--- src/common/ima_regs_pkg.sv ---
// constants for the integration and interrupt-status register bank
// Contract
// - bits 3:0 of each integration register pick lower group period, power of two
// - bits 11:8 pick the upper group period with the same encoding
// - four integration registers cover eight groups, register n also carries group n+4
// - code 0000 gives 2^8 cycles, each step doubles, 1110 gives 2^22
// - integration registers reset with both fields 1100, reserved bits zero
// - group overflow enable bits 7:0 gate interrupts; bits 15:8 read zero
// - receive group FIFO overflow enable bits 7:0 allow or suppress interrupts
// - status bit 3 latches on missing or slow UTOPIA output clock, write 0 clears
// - status bit 2 latches on missing or slow UTOPIA input clock, write 0 clears
// - status bit 1 shows that some transmit UTOPIA FIFO overflowed
// - status bit 0 latches when transmit cell memory is full, write 0 clears
package ima_regs_pkg;
	localparam int          ADDR_W        = 12;
	localparam int          DATA_W        = 16;
	localparam int          GROUPS        = 8;
	localparam int          PAIRS         = 4;
	localparam int          CNT_W         = 23;
	localparam int          CODE_W        = 4;
	localparam logic [11:0] INT_BASE_OFS  = 12'h403;
	localparam logic [11:0] INT_LAST_OFS  = 12'h406;
	localparam logic [11:0] GRP_EN_OFS    = 12'h40B;
	localparam logic [11:0] RX_EN_OFS     = 12'h40C;
	localparam logic [11:0] GEN_STAT_OFS  = 12'h40E;
	localparam int          LO_FIELD_POS  = 0;
	localparam int          HI_FIELD_POS  = 8;
	localparam logic [3:0]  CODE_RESET    = 4'hC;
	localparam logic [3:0]  CODE_RESERVED = 4'hF;
	localparam logic [3:0]  CODE_MAX      = 4'hE;
	localparam logic [15:0] INT_RESET     = 16'h0C0C;
	localparam logic [7:0]  EN_RESET      = 8'h00;
	localparam logic [3:0]  STAT_RESET    = 4'h0;
	localparam int          ST_RAM_FULL   = 0;
	localparam int          ST_TX_OVF     = 1;
	localparam int          ST_IN_CLK     = 2;
	localparam int          ST_OUT_CLK    = 3;
	localparam int          BASE_SHIFT    = 8;
endpackage : ima_regs_pkg

--- src/design/ima_integration_irq_status_regs.sv ---
// register bank: integration periods, overflow interrupt enables, general status
`timescale 1ns/10ps
module ima_integration_irq_status_regs #(
	parameter int BASE_SHIFT = ima_regs_pkg::BASE_SHIFT
) (
	input  wire logic        clock,
	input  wire logic        nrst,
	input  wire logic [11:0] addr,
	input  wire logic [15:0] wrData,
	input  wire logic        wrEn,
	input  wire logic        rdEn,
	input  wire logic [7:0]  groupOverflowStatus,
	input  wire logic [7:0]  rxFifoOverflowStatus,
	input  wire logic        utopiaOutClkFault,
	input  wire logic        utopiaInClkFault,
	input  wire logic        txFifoOverflow,
	input  wire logic        cellRamExhausted,
	output logic      [15:0] rdData,
	output logic      [7:0]  integrationTick,
	output logic             irqOut
);
	logic [3:0]  codeReg   [8];
	logic [3:0]  codeNext  [8];
	logic [22:0] cntReg    [8];
	logic [22:0] cntNext   [8];
	logic [7:0]  tickReg;
	logic [7:0]  tickNext;
	logic [7:0]  grpEnReg;
	logic [7:0]  grpEnNext;
	logic [7:0]  rxEnReg;
	logic [7:0]  rxEnNext;
	logic [3:0]  statReg;
	logic [3:0]  statNext;
	logic [15:0] rdReg;
	logic [15:0] rdNext;
	logic        irqReg;
	logic        irqNext;
	logic        intHit;
	logic [1:0]  pairIdx;
	logic [3:0]  statSet;

	// last count of one period; reserved code is clamped so a stray write stays bounded
	function automatic logic [22:0] periodLast(input logic [3:0] code);
		logic [3:0] c;
		c = (code == ima_regs_pkg::CODE_RESERVED) ? ima_regs_pkg::CODE_MAX : code;
		periodLast = 23'((23'h000001 << (BASE_SHIFT + int'(c))) - 23'h000001);
	endfunction : periodLast

	function automatic logic [15:0] pairWord(input logic [3:0] lo, input logic [3:0] hi);
		pairWord = {4'h0, hi, 4'h0, lo};
	endfunction : pairWord

	assign intHit  = (addr >= ima_regs_pkg::INT_BASE_OFS) && (addr <= ima_regs_pkg::INT_LAST_OFS);
	assign pairIdx = 2'(addr - ima_regs_pkg::INT_BASE_OFS);

	// integration settings and period counters
	always_comb begin
		for (int g = 0; g < ima_regs_pkg::GROUPS; g++) begin
			codeNext[g] = codeReg[g];
			tickNext[g] = 1'b0;
			if (cntReg[g] >= periodLast(codeReg[g])) begin
				cntNext[g]  = 23'h000000;
				tickNext[g] = 1'b1;
			end else begin
				cntNext[g] = cntReg[g] + 23'h000001;
			end
		end
		if (wrEn && intHit) begin
			// register n holds group n low and group n+4 high
			codeNext[pairIdx]      = wrData[ima_regs_pkg::LO_FIELD_POS +: 4];
			codeNext[pairIdx + 4]  = wrData[ima_regs_pkg::HI_FIELD_POS +: 4];
		end
	end

	always_ff @(posedge clock) begin
		for (int g = 0; g < ima_regs_pkg::GROUPS; g++) begin
			if (!nrst) begin
				codeReg[g] <= ima_regs_pkg::CODE_RESET;
				cntReg[g]  <= 23'h000000;
			end else begin
				codeReg[g] <= codeNext[g];
				cntReg[g]  <= cntNext[g];
			end
		end
		if (!nrst) begin
			tickReg <= 8'h00;
		end else begin
			tickReg <= tickNext;
		end
	end

	// enables and general status; a new event beats a clearing write
	assign statSet = {utopiaOutClkFault, utopiaInClkFault, txFifoOverflow, cellRamExhausted};

	always_comb begin
		grpEnNext = grpEnReg;
		rxEnNext  = rxEnReg;
		statNext  = statReg;
		if (wrEn && (addr == ima_regs_pkg::GRP_EN_OFS)) begin
			grpEnNext = wrData[7:0];
		end
		// receive enable sits in the line clock region in silicon, so it needs that clock up
		if (wrEn && (addr == ima_regs_pkg::RX_EN_OFS)) begin
			rxEnNext = wrData[7:0];
		end
		if (wrEn && (addr == ima_regs_pkg::GEN_STAT_OFS)) begin
			statNext = statReg & wrData[3:0];
		end
		statNext = statNext | statSet;
		irqNext  = |(groupOverflowStatus & grpEnReg) | |(rxFifoOverflowStatus & rxEnReg);
	end

	always_ff @(posedge clock) begin
		if (!nrst) begin
			grpEnReg <= ima_regs_pkg::EN_RESET;
			rxEnReg  <= ima_regs_pkg::EN_RESET;
			statReg  <= ima_regs_pkg::STAT_RESET;
			irqReg   <= 1'b0;
		end else begin
			grpEnReg <= grpEnNext;
			rxEnReg  <= rxEnNext;
			statReg  <= statNext;
			irqReg   <= irqNext;
		end
	end

	// read port; unmapped addresses read zero
	always_comb begin
		rdNext = rdReg;
		if (rdEn) begin
			if (intHit) begin
				rdNext = pairWord(codeReg[pairIdx], codeReg[pairIdx + 4]);
			end else begin
				case (addr)
					ima_regs_pkg::GRP_EN_OFS:   rdNext = {8'h00, grpEnReg};
					ima_regs_pkg::RX_EN_OFS:    rdNext = {8'h00, rxEnReg};
					ima_regs_pkg::GEN_STAT_OFS: rdNext = {12'h000, statReg};
					default:                    rdNext = 16'h0000;
				endcase
			end
		end
	end

	always_ff @(posedge clock) begin
		if (!nrst) begin
			rdReg <= 16'h0000;
		end else begin
			rdReg <= rdNext;
		end
	end

	assign rdData          = rdReg;
	assign integrationTick = tickReg;
	assign irqOut          = irqReg;
endmodule : ima_integration_irq_status_regs

--- config.mk ---
export PLATFORM = sky130hd
export DESIGN_NAME = ima_integration_irq_status_regs
export DESIGN_NICKNAME = d
export VERILOG_FILES = /design/src/common/ima_regs_pkg.sv /design/src/design/ima_integration_irq_status_regs.sv
export SDC_FILE = /design/constraint.sdc
export NUM_CORES = 1
export LEC_CHECK = 0
export BUFFER_PORTS_ARGS = -buffer_cell sky130_fd_sc_hd__buf_2
export CAP_MARGIN = 20
export CORE_AREA = 3 3 166 168
export DETAILED_ROUTE_END_ITERATION = 8
export DIE_AREA = 0 0 169 171
export PLACE_DENSITY = 0.82
export SETUP_SLACK_MARGIN = 0.5
export SLEW_MARGIN = 20
export SYNTH_ARGS = -nofsm -noshare
export SYNTH_HDL_FRONTEND = slang
export SYNTH_SLANG_ARGS = --single-unit
--- constraint.sdc ---
create_clock -name clock -period 4.85 [get_ports clock]
set_clock_uncertainty 0.05 [all_clocks]
set_input_delay 0.7275 -clock clock [delete_from_list [all_inputs] [get_ports clock]]
set_output_delay 0.7275 -clock clock [all_outputs]
set_load 0.1 [all_outputs]
==> qor.csv <==
metric,value,unit
status,"complete, no violations",
die_y,171,um
rows,59,
synth.top_cell.area_share,33.3,%
fin_crit_sh,72.8,%
synthTopCellsByCount,"dfxtp_1 (257), ha_1 (189), nor2_1 (167)",
max_freq,283,MHz
clock-sinks,257,
gr-usage-all-layers,24.0,%
drtAntennaViolNets,0,
nets,2138,
rrSetupSlack,1.32,ns
die_area,0.0289,sq mm
timing.rr.end,cntReg[1][81],
drive_gt1_share,7.78,%
ctsHoldBuffers,0,
seq_area,0.00514,sq mm
cts_buffer_depth,3,
hold_depth,3,
yosysWarnings,0,
rsz0062_at_grt,no,
cap_violations,0,
clk_pin_slew,0.06,ns
synth_cell_types,66,
grt_start_max_net_pins,64,
slowest_delay,0.90,ns
synth_area_leaders,"dfxtp_1 (33%), ha_1 (15%), xnor2_1 (5.5%)",
synth_top_cell_by_area,dfxtp_1,
port_buffers,68,
start_kind,register,
grt_pass1_vias,12669,
worstReg2RegStart,codeReg[7][1],
gp_congestion,0.872,
syn_inst,1808,
slew_viol_final,0,
startpoint,codeReg[7][1],
worst_ep_required_time,5.25,ns
drtIter0Drc,1029,
h-tree-depth,1,
period_needed,3.53,ns
avgViaCountPerCell,6.05,
yosysMostFrequentCell,dfxtp_1,
avgSynthCellArea,8.55,sq um
finalSetupViolations,0,
vias,13636,
crit_chain,"or2_2, o21ai_0, ha_1, and3_1, a221o_1, a221oi_1, nand4_1, nor2_1",
cts_tree,yes,
cts_setup_buffers,0,
ys_dominant_reg_cell,dfxtp_1,
power_density,271,mW/mm^2
synth-seq-cells,257,
clock_latency,0.53,ns
dr.pass1.iters,5,
r2r_cells,8,
clockRootBuffer,clkbuf_16,
hold_violations,0,
areaGrowthSynthToFinish,11.0,%
cpMaxStageDelayCell,nand4_1,
io_pins,77,
multiInputGateArea,0.0101,sq mm
hold_path.class,in2reg,
tightest_slew,1.09,ns
path_class,reg2reg,
wl_per_cell,16.0,um
wl,36000,um
drcViolationCount,0,
p_leak,7.28,nW
ir_drop,263,uV
netlist_area,0.0155,sq mm
synth_edf_count,0,
worstPathArrival,3.93,ns
core_area,0.0261,sq mm
crit_fanout,23,
fin_hold_ws,0.400,ns
cts_made_buffers,28,
die_x,169,um
dp_hpwl,26100,um
slew_headroom,26.4,%
grt_pass1_wl,59500,um
ys_async_sr_fraction,0,%
antenna_found_initial,6,
crit_end,cntReg[1][81],
ctsResizeCount,0,
num-fill-cells,2115,
synth_sequential_area_ratio,33.3,%
fin_tns_setup,0,ns
initial_core_util,59.4,%
crit_path_end_kind,register,
overflow,0,
## where the power goes
| part | total, mW | internal (mW) | leakage (nW) | switching, mW |
|---|---|---|---|---|
| clock | 2.27 | 1.40 | 0.491 | 0.875 |
| combinational | 0.219 | 0.0699 | 4.72 | 0.149 |
| sequential | 2.16 | 2.13 | 2.08 | 0.0238 |
## stage by stage
stage	area, sq um	instances	total power [mW]	setup slack (ns)	util, %
6_report	17200	2255	4.65	1.32	65.9
5_1_grt	17200	2255	4.79	1.05	65.9
4_1_cts	17200	2250	4.68	1.38	65.8
3_5_place_dp	16200	2202	2.42	1.42	62.1
3_3_place_gp	16200	2202	2.41	1.51	62.1
2_1_floorplan	15700	1874	2.35	1.85	-
## area by class of cell
type	instances	share of cell area, %
antenna	5	0.0729
clock buffer	34	4.51
clock inverter	14	1.22
inverter	40	0.875
multi-input combinational	1496	58.7
sequential	257	30.0
tap	335	2.44
timing repair buffer	74	2.24
## sequential cells by signal (all words and copies together), names as in the netlist
signal           count
irqOut               1
codeReg             32
cntReg             184
integrationTick      8
grpEnReg             8
rdData              12
statReg              4
rxEnReg              8
## routing by layer
metal	vias up	wire length [um]	GRT usage [%]
met4	4	906	7.94
met2	407	16900	40.8
met5	-	26	0
li1	6751	-	-
met1	6396	16000	31.6
met3	78	2210	3.37
## placed cells by master (no fill, tap or decap), types with 5 or more instances in the layout
master / Yosys / routed
o21ai_1: 6 / 6
clkinv_2: 0 / 6
o31ai_1: 7 / 6
a221oi_1: 9 / 9
a211oi_1: 23 / 23
diode_2: 0 / 5
a21o_1: 20 / 20
a2111oi_0: 17 / 17
xor2_1: 70 / 70
and3_1: 23 / 23
and4_1: 30 / 30
nor3_1: 124 / 124
a21oi_1: 108 / 108
nor2_1: 167 / 167
or2_2: 10 / 10
ha_1: 189 / 189
bufinv_16: 0 / 5
nand2_1: 156 / 156
buf_4: 4 / 6
inv_1: 39 / 39
buf_2: 4 / 68
o21ai_0: 51 / 51
dfxtp_1: 257 / 257
xnor2_1: 97 / 97
nand3_1: 116 / 116
mux2i_1: 16 / 16
mux4_2: 8 / 8
o211ai_1: 6 / 6
nand4_1: 63 / 63
conb_1: 2 / 68
a22oi_1: 5 / 5
clkbuf_16: 0 / 29
a31o_1: 8 / 8
a31oi_1: 14 / 14
nor4_1: 22 / 22
## kinds of logic (layout without fill, tap and decap cells)
family                   count (synthesis)  in the layout  share of synthesized area (%)
AND/OR/NAND/NOR                        737            737                           23.6
AO/OA/AOI/OAI                          311            311                           12.9
flip-flops                             257            257                           33.3
adder cells (fa/ha/maj)                189            189                           15.3
XOR/XNOR                               167            167                           9.46
buffers and inverters                  121            162                           3.26
multiplexers                            24             24                           2.20
other                                    2             73                         0.0486
## worst min path at each step
stage                            start           end  slack (ns)
final                        wrData[5]    rxEnReg[5]        0.40
after global routing         wrData[5]    rxEnReg[5]        0.41
after CTS                    wrData[5]    rxEnReg[5]        0.38
after detailed placement    statReg[1]     rdData[1]        0.40
after global placement    cntReg[1][0]  cntReg[1][0]        0.39
after floorplan           cntReg[1][0]  cntReg[1][0]        0.38
## worst max-delay path: cells and delay by family, from the launching register on
family,cells,cell delay (ns)
and+or+nand+nor,4,1.80
AOI/OAI and AO/OA,3,0.93
DFF,1,0.40
adders and majority gates,1,0.26
(Power assumes the default switching activity.)
